**config.mk**
```make
export PLATFORM = sky130hd
export DESIGN_NAME = asr_conv_ctrl
export DESIGN_NICKNAME = d
export VERILOG_FILES = /design/src/hdl/asr_pkg.sv /design/src/hdl/asr_conv_ctrl.sv /design/src/hdl/asr_fifo.sv
export SDC_FILE = /design/constraint.sdc
export NUM_CORES = 1
export LEC_CHECK = 0
export BUFFER_PORTS_ARGS = -buffer_cell sky130_fd_sc_hd__buf_2
export CAP_MARGIN = 5
export CORE_ASPECT_RATIO = 1.5
export CORE_MARGIN = 5
export CORE_UTILIZATION = 35
export DETAILED_ROUTE_END_ITERATION = 7
export SLEW_MARGIN = 20
export SYNTH_ARGS = -nofsm -noshare
export SYNTH_HDL_FRONTEND = slang
export SYNTH_SLANG_ARGS = --single-unit
```
**constraint.sdc**
```tcl
create_clock -name i_clk -period 4.5 [get_ports i_clk]
set_clock_uncertainty 0.15 [all_clocks]
set_input_delay 0 -clock i_clk [delete_from_list [all_inputs] [get_ports i_clk]]
set_output_delay 0 -clock i_clk [all_outputs]
set_load 0.01 [all_outputs]
```
**src/hdl/asr_pkg.sv**
```systemverilog
package asr_pkg;

  // Clock rate of the block, used to turn times into cycle counts.
  localparam int CLK_MHZ = 200;

  // Times as specified, in nanoseconds.
  localparam int T_WAKE_NS      = 6000;   // Wake-up time from the rising start edge.
  localparam int T_CONV_WAKE_NS = 4000;   // Conversion after a wake-time hold.
  localparam int T_CONV_HR_NS   = 4500;   // Conversion after a hold on the falling edge.
  localparam int T_SETTLE_NS    = 500;    // Quiet time the host leaves before the next sample.

  // Counter width and derived cycle counts.
  localparam int CNT_W = 11;
  // The wake-up time is a least time, so it rounds up.
  localparam logic [CNT_W-1:0] WAKE_CYC =
    CNT_W'((T_WAKE_NS * CLK_MHZ + 999) / 1000);
  // Conversion times are longest times, so they round down.
  localparam logic [CNT_W-1:0] CONV_WAKE_CYC = CNT_W'((T_CONV_WAKE_NS * CLK_MHZ) / 1000);
  localparam logic [CNT_W-1:0] CONV_HR_CYC   = CNT_W'((T_CONV_HR_NS * CLK_MHZ) / 1000);
  localparam logic [CNT_W-1:0] CNT_ONE       = CNT_W'(1);

  // Result and frame layout.
  localparam int RES_W      = 14;
  localparam int FRAME_BITS = 16;
  localparam int LEAD_ZEROS = FRAME_BITS - RES_W;
  localparam int BCNT_W     = 5;
  localparam logic [BCNT_W-1:0] LAST_FALL = BCNT_W'(FRAME_BITS - 1);
  localparam logic [BCNT_W-1:0] BCNT_ONE  = BCNT_W'(1);
  localparam int MSB_POS    = RES_W - 1;   // Position of msb_bit in the result.
  localparam int FIFO_DEPTH = 8;

  // Converter sequencing states, one-hot.
  typedef enum logic [3:0] {
    ST_IDLE  = 4'h1,   // Awake, tracking, waiting for a falling start edge.
    ST_CONV  = 4'h2,   // Sample held, conversion running, busy high.
    ST_SLEEP = 4'h4,   // Powered down after a conversion.
    ST_WAKE  = 4'h8    // Waking up after a rising start edge.
  } asr_state_t;

endpackage

```
**src/hdl/asr_conv_ctrl.sv**
```systemverilog
`timescale 1ns/1ps

module asr_conv_ctrl #(
  parameter int RES_W      = asr_pkg::RES_W,
  parameter int FIFO_DEPTH = asr_pkg::FIFO_DEPTH
) (
  input  wire logic             i_clk,            // System clock, 200 MHz.
  input  wire logic             i_nrst,           // Asynchronous reset, active low.
  input  wire logic             i_ce,             // Clock enable; all state holds while low.
  input  wire logic             i_conv_start_n,   // Conversion start pin, asynchronous.
  input  wire logic             i_sclk,           // Host serial clock pin, asynchronous.
  input  wire logic             i_bipolar,        // Static range select: high for bipolar.
  input  wire logic [RES_W-1:0] i_sar_code,       // Offset-binary code from the SAR core.
  output logic                  o_busy,           // Conversion in progress, active high.
  output logic                  o_hold,           // Track/hold in hold, active high.
  output logic                  o_sleep,          // Analog section powered down.
  output logic                  o_serial_data_out,          // Serial data output value.
  output logic                  o_serial_data_out_oe,       // Serial data output enable, high drives.
  output logic                  o_result_lost     // Sticky: a conversion ended with the result queue full.
);

  localparam int FRAME_BITS = asr_pkg::FRAME_BITS;
  localparam int AW         = $clog2(FIFO_DEPTH);

  // All state of the block except the result queue, registered as one word.
  typedef struct packed {
    logic                           cs_s1;      // Start pin, first sync stage.
    logic                           cs_s2;      // Start pin, second sync stage.
    logic                           cs_s3;      // Start pin, previous synced value.
    logic                           sck_s1;     // Serial clock, first sync stage.
    logic                           sck_s2;     // Serial clock, second sync stage.
    logic                           sck_s3;     // Serial clock, previous synced value.
    asr_pkg::asr_state_t            state;      // Converter sequencing state.
    logic [asr_pkg::CNT_W-1:0]      cnt;        // Wake or conversion timer.
    logic                           busy;
    logic                           hold;
    logic                           sleep;
    logic [RES_W-1:0]               out_word;   // Output register, last loaded result.
    logic [FRAME_BITS-1:0]          shreg;      // Output shift register.
    logic [asr_pkg::BCNT_W-1:0]     bit_cnt;    // Falling edges seen in this frame.
    logic                           in_frame;   // A read frame is running.
    logic                           done;       // Sixteen falling edges have been seen.
    logic                           keep;       // Overrun: output stays driven.
    logic                           oe;
    logic                           lost;       // Sticky overflow marker.
  } asr_regs_t;

  asr_regs_t        r_reg;
  asr_regs_t        r_next;
  logic             cs_rise;
  logic             cs_fall;
  logic             sck_rise;
  logic             sck_fall;
  logic             push;
  logic             pop;
  logic             fifo_ready;
  logic             fifo_valid;
  logic [RES_W-1:0] fifo_data;
  logic [RES_W-1:0] coded;

  // Edge detection looks only at the second and third stages, never the first.
  assign cs_rise  = r_reg.cs_s2 && !r_reg.cs_s3;
  assign cs_fall  = !r_reg.cs_s2 && r_reg.cs_s3;
  assign sck_rise = r_reg.sck_s2 && !r_reg.sck_s3;
  assign sck_fall = !r_reg.sck_s2 && r_reg.sck_s3;

  // result coding select
  // The SAR core yields offset binary; flipping its top bit gives two's complement.
  assign coded = i_bipolar ?
                 {~i_sar_code[asr_pkg::MSB_POS], i_sar_code[asr_pkg::MSB_POS-1:0]} :
                 i_sar_code;

  // Results queue here so a slow reader never blocks the converter at once.
  // A full queue stalls the end of conversion, keeping busy high until room opens.
  asr_fifo #(
    .W     (RES_W),
    .DEPTH (FIFO_DEPTH),
    .AW    (AW)
  ) u_fifo (
    .i_clk   (i_clk),
    .i_nrst  (i_nrst),
    .i_ce    (i_ce),
    .i_valid (push),
    .o_ready (fifo_ready),
    .i_data  (coded),
    .o_valid (fifo_valid),
    .i_ready (pop),
    .o_data  (fifo_data)
  );

  // Next-state logic for the synchronisers, the converter sequencer and the readout.
  always_comb begin
    r_next = r_reg;
    push   = 1'b0;
    pop    = 1'b0;
    if (i_ce) begin
      r_next.cs_s1  = i_conv_start_n;
      r_next.cs_s2  = r_reg.cs_s1;
      r_next.cs_s3  = r_reg.cs_s2;
      r_next.sck_s1 = i_sclk;
      r_next.sck_s2 = r_reg.sck_s1;
      r_next.sck_s3 = r_reg.sck_s2;

      // Readout runs on host clock edges and the start fall only, so pauses between bytes
      // simply leave the shifter where it stands.
      // pauses are harmless
      if (cs_fall && !r_reg.sck_s2) begin
        r_next.bit_cnt  = '0;
        r_next.shreg    = '0;
        r_next.in_frame = 1'b0;
        r_next.done     = 1'b0;
        r_next.keep     = 1'b0;
        r_next.oe       = 1'b0;
      end else if (sck_rise && !r_reg.in_frame) begin
        r_next.shreg    = {{asr_pkg::LEAD_ZEROS{1'b0}}, r_reg.out_word};
        r_next.in_frame = 1'b1;
        r_next.oe       = 1'b1;
        if (r_reg.done) begin
          r_next.keep = 1'b1;
        end
      end else if (sck_fall && r_reg.in_frame) begin
        if (r_reg.bit_cnt == asr_pkg::LAST_FALL) begin
          r_next.bit_cnt  = '0;
          r_next.in_frame = 1'b0;
          r_next.done     = 1'b1;
          r_next.oe       = r_reg.keep;
        end else begin
          r_next.bit_cnt = r_reg.bit_cnt + asr_pkg::BCNT_ONE;
          r_next.shreg   = {r_reg.shreg[FRAME_BITS-2:0], 1'b0};
        end
      end

      // The output register is refreshed only between frames, so a read in
      // progress always returns one consistent result.
      // new result to output register
      if (fifo_valid && !r_reg.in_frame && !sck_rise) begin
        pop             = 1'b1;
        r_next.out_word = fifo_data;
      end

      // Converter sequencer.
      case (r_reg.state)
        asr_pkg::ST_IDLE: begin
          r_next.sleep = 1'b0;
          if (cs_fall) begin
            // late fall holds, 4.5 us conversion
            r_next.hold  = 1'b1;
            r_next.busy  = 1'b1;
            r_next.cnt   = asr_pkg::CONV_HR_CYC - asr_pkg::CNT_ONE;
            r_next.state = asr_pkg::ST_CONV;
          end
        end
        asr_pkg::ST_CONV: begin
          if (r_reg.cnt != '0) begin
            r_next.cnt = r_reg.cnt - asr_pkg::CNT_ONE;
          end else if (fifo_ready) begin
            push        = 1'b1;
            r_next.busy = 1'b0;
            r_next.hold = 1'b0;
            // start level picks sleep or stay awake
            if (r_reg.cs_s2) begin
              r_next.state = asr_pkg::ST_IDLE;
            end else begin
              r_next.sleep = 1'b1;
              r_next.state = asr_pkg::ST_SLEEP;
            end
          end else begin
            r_next.lost = 1'b1;
          end
        end
        asr_pkg::ST_SLEEP: begin
          if (cs_rise) begin
            r_next.sleep = 1'b0;
            r_next.cnt   = asr_pkg::WAKE_CYC - asr_pkg::CNT_ONE;
            r_next.state = asr_pkg::ST_WAKE;
          end
        end
        asr_pkg::ST_WAKE: begin
          if (r_reg.cnt != '0) begin
            r_next.cnt = r_reg.cnt - asr_pkg::CNT_ONE;
          end else if (!r_reg.cs_s2) begin
            // hold at end of wake time
            r_next.hold  = 1'b1;
            r_next.busy  = 1'b1;
            r_next.cnt   = asr_pkg::CONV_WAKE_CYC - asr_pkg::CNT_ONE;
            r_next.state = asr_pkg::ST_CONV;
          end else begin
            // Pulse outlasts the wake time, so the falling edge will hold.
            r_next.state = asr_pkg::ST_IDLE;
          end
        end
        default: begin
          r_next.state = asr_pkg::ST_IDLE;
        end
      endcase
    end
  end

  // State register. Every field resets to a constant.
  // released output, zero count at reset
  always_ff @(posedge i_clk or negedge i_nrst) begin
    if (!i_nrst) begin
      r_reg       <= '0;
      r_reg.state <= asr_pkg::ST_IDLE;
    end else begin
      r_reg <= r_next;
    end
  end

  // All outputs come straight from flip-flops.
  assign o_busy        = r_reg.busy;
  assign o_hold        = r_reg.hold;
  assign o_sleep       = r_reg.sleep;
  assign o_serial_data_out       = r_reg.shreg[FRAME_BITS-1];
  assign o_serial_data_out_oe    = r_reg.oe;
  assign o_result_lost = r_reg.lost;

endmodule

```
**src/hdl/asr_fifo.sv**
```systemverilog
`timescale 1ns/1ps

// Small result queue between the converter and the output register.
module asr_fifo #(
  parameter int W     = 14,
  parameter int DEPTH = 8,
  parameter int AW    = 3
) (
  input  wire logic         i_clk,    // System clock.
  input  wire logic         i_nrst,   // Asynchronous reset, active low.
  input  wire logic         i_ce,     // Clock enable; all state holds while low.
  input  wire logic         i_valid,  // Write side offers a word.
  output logic              o_ready,  // Write side may push (not full).
  input  wire logic [W-1:0] i_data,   // Word to write.
  output logic              o_valid,  // Read side has a word (not empty).
  input  wire logic         i_ready,  // Read side takes the word.
  output logic [W-1:0]      o_data    // Oldest word, straight from storage.
);

  typedef struct packed {
    logic [DEPTH-1:0][W-1:0] mem;
    logic [AW-1:0]           wr;
    logic [AW-1:0]           rd;
    logic [AW:0]             level;
  } asr_fifo_regs_t;

  localparam logic [AW:0]   LVL_FULL = (AW+1)'(DEPTH);
  localparam logic [AW:0]   LVL_ONE  = (AW+1)'(1);
  localparam logic [AW-1:0] PTR_ONE  = AW'(1);
  localparam logic [AW-1:0] PTR_LAST = AW'(DEPTH - 1);

  asr_fifo_regs_t r_reg;
  asr_fifo_regs_t r_next;
  logic           push;
  logic           pop;

  // Flags are taken from the level count so full and empty never disagree.
  assign o_ready = (r_reg.level != LVL_FULL);
  assign o_valid = (r_reg.level != '0);
  assign o_data  = r_reg.mem[r_reg.rd];
  assign push    = i_ce && i_valid && o_ready;
  assign pop     = i_ce && i_ready && o_valid;

  // Pointer and level update; pointers wrap so any depth works.
  always_comb begin
    r_next = r_reg;
    if (push) begin
      r_next.mem[r_reg.wr] = i_data;
      r_next.wr = (r_reg.wr == PTR_LAST) ? '0 : r_reg.wr + PTR_ONE;
    end
    if (pop) begin
      r_next.rd = (r_reg.rd == PTR_LAST) ? '0 : r_reg.rd + PTR_ONE;
    end
    if (push && !pop) begin
      r_next.level = r_reg.level + LVL_ONE;
    end else if (pop && !push) begin
      r_next.level = r_reg.level - LVL_ONE;
    end
  end

  // State register.
  always_ff @(posedge i_clk or negedge i_nrst) begin
    if (!i_nrst) begin
      r_reg <= '0;
    end else begin
      r_reg <= r_next;
    end
  end

endmodule

```
==> impl_metrics.tcl, run 1 <==
set metrics [dict create \
    antenna_cells 0 \
    cts_setup_buffers 0 \
    outcome "finished clean" \
    synthFlopType "dfrtp_1" \
    area_growth_pct 14.1 \
    ant_nets 0 \
    critPathArrivalTime_ns 3.39 \
    required_ns 4.67 \
    synth.avg_cell_area_sq_um 12.9 \
    io_buffers 25 \
    synth_top_area_share_pct 52.9 \
    cts.path.max_buffers 2 \
    yosysTopAreaCell "dfrtp_1" \
    fillCellCount 2339 \
    die_x_microns 139 \
    path_max_fanout 10 \
    yosysMostFrequentCell "dfrtp_1" \
    layout-drive-gt1-share_pct 31.2 \
    finalWirelength_mm 17.4 \
    die_area_sq_um 28200 \
    synthesis.area_sq_um 8700 \
    dr.pass1.iters 4 \
    fin_crit_ns 3.22 \
    grt_max_degree 107 \
    drc 0 \
    rsz0062_at_grt "false" \
    setup_viol 0 \
    cts_tree "done" \
    overflow 0 \
    synth_warnings 0 \
    largest_register_ffs 122 \
    synth-seq-cells 185 \
    cts.sinks 185 \
    numCtsBuffers 17 \
    r2r_slack_ns 1.28 \
    routedWlPerCell_microns 16.7 \
    endpoint "u_fifo.r_reg[3]" \
    clkLatencyLatePin_ns 0.43 \
    max_cap_violations 0 \
    max_freq_mhz 310 \
    grt_pass1_wl_mm 29.9 \
    root_buffer "clkbuf_16" \
    synth_area_leaders "dfrtp_1 53%, mux2_2 15%, mux4_2 7.2%" \
    synth_common_cells "184 x dfrtp_1, 114 x mux2_2, 38 x nand2_1, 35 x o21ai_0, 33 x nor2_1" \
    fin_crit_sh_pct 71.6 \
    critPathKind "register to register" \
    yosysUniqueCellTypes 66 \
    clk_pin_slew_ns 0.07 \
    ir_worst_vdd_uv 297 \
    viasPerCell 5.15 \
    antenna_found_initial 0 \
    relSlewSlack_pct 34.4 \
    layout.nets 736 \
    hpwl_mm 11.2 \
    coreArea_sq_um 24400 \
    ios 26 \
    vias 5371 \
    worst_pin_slew_ns 0.984 \
    end_kind "register" \
    timing.rr.start "r_reg[43]" \
    powerDensity_nw_per_um2 454 \
    synth_edf_count 0 \
    r2r_end "u_fifo.r_reg[3]" \
    async_flop_share_pct 100 \
    hold_violations 0 \
    fin_tns_setup_ns 0 \
    die_h_microns 203 \
    drv_slew 0 \
    drt_iter0_markers 197 \
    syn_inst 672 \
    rows 70 \
    leakage_nw 4.56 \
    grt_pass1_vias 5608 \
    syn_nets 703 \
    initial_core_util_pct 35.6 \
    synth-seq-area-share_pct 53.2 \
    place_congestion 0.815 \
    cts-htree-levels 4 \
    critPathLaunchType "register" \
    startpoint "r_reg[43]" \
    final_util_pct 40.6 \
    hp-class "input pin to asynchronous set/reset pin" \
    ff2ff_path_depth 13 \
    grt_use_total_pct 13.1 \
]
kinds of logic after synthesis:
logic type	after synthesis	synth area share (%)
DFF	185	53.2
muxes	167	25.0
and+or+nand+nor	135	8.60
AOI/OAI and AO/OA	117	8.44
buffers and inverters	50	2.34
adders and majority gates	11	1.67
xor gates and xnor gates	7	0.705
through the flow:
stage	cell area, sq um	power, mW	setup slack [ns]	std cells	hold slack (ns)
after floorplan	8700	2.77	1.36	672	-0.446
after global placement	9120	3.04	1.35	988	0.0356
after detailed placement	9120	3.05	1.27	988	0.0390
after CTS	9930	4.58	1.27	1042	0.131
after global routing	9930	4.78	1.05	1042	0.186
final	9930	4.51	1.28	1042	0.0924
worst max-delay path, stage by stage, from the launching register on:
cell and delay [ns]:
dfrtp_1 0.40, inv_1 0.10, ha_1 0.16, nor3b_2 0.32, nand4_4 0.24, nor3_4 0.46, ha_1 0.27, inv_1 0.09
ha_1 0.27, a21o_1 0.17, a21oi_1 0.17, xnor2_1 0.13, nor2_1 0.07, xnor2_1 0.12
worst min path at each step:
stage	to	slack [ns]	cells past startpoint
after floorplan	o_busy	-0.45	0
after global placement	u_fifo.r_reg[51]	0.04	1
after detailed placement	u_fifo.r_reg[51]	0.04	1
after CTS	u_fifo.r_reg[51]	0.13	2
after global routing	u_fifo.r_reg[51]	0.19	2
final	u_fifo.r_reg[51]	0.09	2
final cells by class:
class / instances / area (sq um) / share of cell area, %
clock buffer: 19 / 453 / 4.56
timing repair buffer: 51 / 384 / 3.87
tap: 324 / 405 / 4.08
inverter: 13 / 48.8 / 0.491
clock inverter: 13 / 130 / 1.31
sequential: 185 / 4630 / 46.7
multi-input combinational: 437 / 3870 / 39.0
power by group:
group / leakage [nW] / switching (mW) / internal (mW)
clock network: 0.290 / 0.685 / 0.809
logic: 1.79 / 0.435 / 0.416
registers: 2.48 / 0.302 / 1.86
total: 4.56 / 1.42 / 3.09
layer usage:
metal  vias up  routed length (microns)  GRT usage, %  share of wire [%]
li1       2537                        -             -                  -
met1      2738                     7650          16.8                 44
met2        79                     9090          22.3                 52
met3        17                      417          2.62                2.4
met4         0                      268          4.79                1.5
met5         -                        0             0                  0
cell usage in the layout (no fill, tap or decap), drive strengths merged, types with 3 or more instances in the layout:
cell type    count
a31oi            7
a22o             3
a21o             4
nand2b           6
xnor2            5
o21ai           35
mux4            28
nor3             6
nor2            34
nor4b            3
inv             20
clkbuf          20
and2             3
or2              3
mux2i           15
nand3           11
dfrtp          184
nor2b            8
nor4             4
clkinv           4
mux2           124
a21oi           30
and3b            3
a22oi           14
nand2           38
nand4            4
o31ai            3
ha              10
dlygate4sd3     22
buf             28
repair_timing:
action	in CTS	in global routing
hold buffers	22	0
endpoints found under the hold margin	229	0
gates resized for setup	0	0
Power figures use the tool's default switching activity.
==> run 2: changes to the inputs <==
==> constraint.sdc (replaced) <==
create_clock -name i_clk -period 2.96 [get_ports i_clk]
set_clock_uncertainty 0.15 [all_clocks]
set_input_delay 0 -clock i_clk [delete_from_list [all_inputs] [get_ports i_clk]]
set_output_delay 0 -clock i_clk [all_outputs]
set_load 0.01 [all_outputs]
==> run 2 against run 1 <==
  * Combinational power grew 86%
  * Design area grew 2.7%
  * Power increased by 56%
  * Final cell count is 2.4% higher
  * Register-to-register slack worse by 1.1 ns
  * Critical endpoint unchanged
  * Highest routed layer unchanged
  * Via count rose by 2.3%
  * Worst setup slack worse by 1.1 ns
  * Wire length rose by 3.1%
==> impl_metrics.tcl, run 2 (synthesized netlist as in run 1, its figures left out) <==
set metrics [dict create \
    outcome "finished clean" \
    power_frac_comb_pct 22.5 \
    initial_core_util_pct 35.6 \
    fin_area_sq_um 10200 \
    cts-htree-levels 4 \
    place_inst 1013 \
    p_sw_share_pct 31.2 \
    overflow 0 \
    vias 5494 \
    timing.rr.start "r_reg[43]" \
    routedWlPerCell_microns 16.8 \
    p_switching_mw 2.20 \
    fin_crit_sh_pct 94.7 \
    layout.nets 761 \
    cts.path.max_buffers 2 \
    leakage_nw 4.70 \
    cts_tree "done" \
    clkLatencyLatePin_ns 0.44 \
    rsz0062_at_grt "false" \
    drt_iter0_markers 327 \
    antenna_found_initial 0 \
    cts_setup_buffers 0 \
    fin_tns_setup_ns 0 \
    critPathKind "register to register" \
    setup_ws_ns 0.156 \
    required_ns 3.13 \
    die_area_sq_um 28200 \
    coreArea_sq_um 24400 \
    clk_pin_slew_ns 0.07 \
    most-common-layout-cells "183 x dfrtp_1, 114 x mux2_2, 38 x nand2_1, 35 x o21ai_0, 33 x nor2_1" \
    root_buffer "clkbuf_16" \
    grt_pass1_wl_mm 30.6 \
    p_seq_share_pct 44.5 \
    place_congestion 0.785 \
    area_growth_pct 17.2 \
    hp-class "input pin to asynchronous set/reset pin" \
    final_common_cell "dfrtp_1" \
    rows 70 \
    setup_viol 0 \
    finalWirelength_mm 18.0 \
    layout-drive-gt1-share_pct 33.2 \
    final_util_pct 41.7 \
    end_kind "register" \
    r2r_end "u_fifo.r_reg[3]" \
    pre_cts_ws_ns 0.157 \
    r2r_slack_ns 0.16 \
    viasPerCell 5.15 \
    cts.sinks 185 \
    powerDensity_nw_per_um2 691 \
    grt_pass1_vias 5725 \
    largest_register_ffs 122 \
    die_x_microns 139 \
    io_buffers 25 \
    numCtsBuffers 17 \
    hold_violations 0 \
    worst_pin_slew_ns 0.772 \
    critPathArrivalTime_ns 2.97 \
    grt_max_degree 87 \
    timing.hold.ws_ns 0.0520 \
    ios 26 \
    relSlewSlack_pct 48.5 \
    p_clk_share_pct 33.0 \
    max_freq_mhz 357 \
    drv_slew 0 \
    ff2ff_path_depth 13 \
    fin_crit_ns 2.80 \
    ir_worst_vdd_uv 428 \
    grt_use_total_pct 13.5 \
    path_max_fanout 4 \
    die_h_microns 203 \
    power_mw 7.04 \
    finalNonFillerCells 1067 \
    ant_nets 0 \
    drc 0 \
    critPathLaunchType "register" \
    place_area_sq_um 9370 \
    antenna_cells 0 \
    hpwl_mm 11.6 \
    max_cap_violations 0 \
    internal-power_mw 4.84 \
    dr.pass1.iters 5 \
]
==> run 2: repair_timing <==
item,CTS,global route
hold buffers,22,0
hold endpoints to repair,208,0
gates resized for setup,0,2
endpoints found under the setup margin,0,1
==> run 2: metal layers <==
metal / track usage (%) / up-vias / part of all wire [%]
met5: 0 / - / 0
met4: 5.21 / 0 / 2.3
met3: 2.71 / 29 / 2.6
met2: 23.2 / 91 / 51
met1: 16.9 / 2778 / 44
li1: - / 2596 / -
==> run 2: how the worst max path moves through the flow <==
stage              start              end  slack (ns)  cells after the start
3_3_place_gp   r_reg[43]  u_fifo.r_reg[3]        0.22                     13
3_5_place_dp   r_reg[43]  u_fifo.r_reg[3]        0.16                     13
6_report       r_reg[43]  u_fifo.r_reg[3]        0.16                     13
2_1_floorplan  r_reg[59]  u_fifo.r_reg[3]        0.04                     12
4_1_cts        r_reg[43]  u_fifo.r_reg[3]        0.08                     13
5_1_grt        r_reg[43]  u_fifo.r_reg[3]        0.01                     13
==> run 2: layout make-up <==
cell class	instances	area, sq um
repair buffers	76	622
clock buffers	19	443
well taps	324	405
clock inverters	13	156
inverters	13	48.8
flip-flops and latches	185	4630
fillers	2268	14200
multi-input cells	437	3890
==> run 2: power by group through the flow <==
stage	logic [mW]	clock network, mW	registers, mW
after CTS	1.61	2.40	3.14
after global routing	1.77	2.49	3.19
final	1.58	2.33	3.13
after floorplan	1.17	0	3.05
after global placement	1.55	0	3.18
after detailed placement	1.57	0	3.18
==> run 2: critical path, stage by stage, from the launching register on <==
cell and delay [ns]:
dfrtp_1 0.41, inv_1 0.13, ha_1 0.18, nor3b_4 0.26, nand4_4 0.14, nor3_4 0.19
ha_2 0.21, inv_1 0.08, ha_1 0.28, a21o_1 0.17, a21oi_1 0.16, xnor2_1 0.14
nor2_1 0.07, xnor2_1 0.12
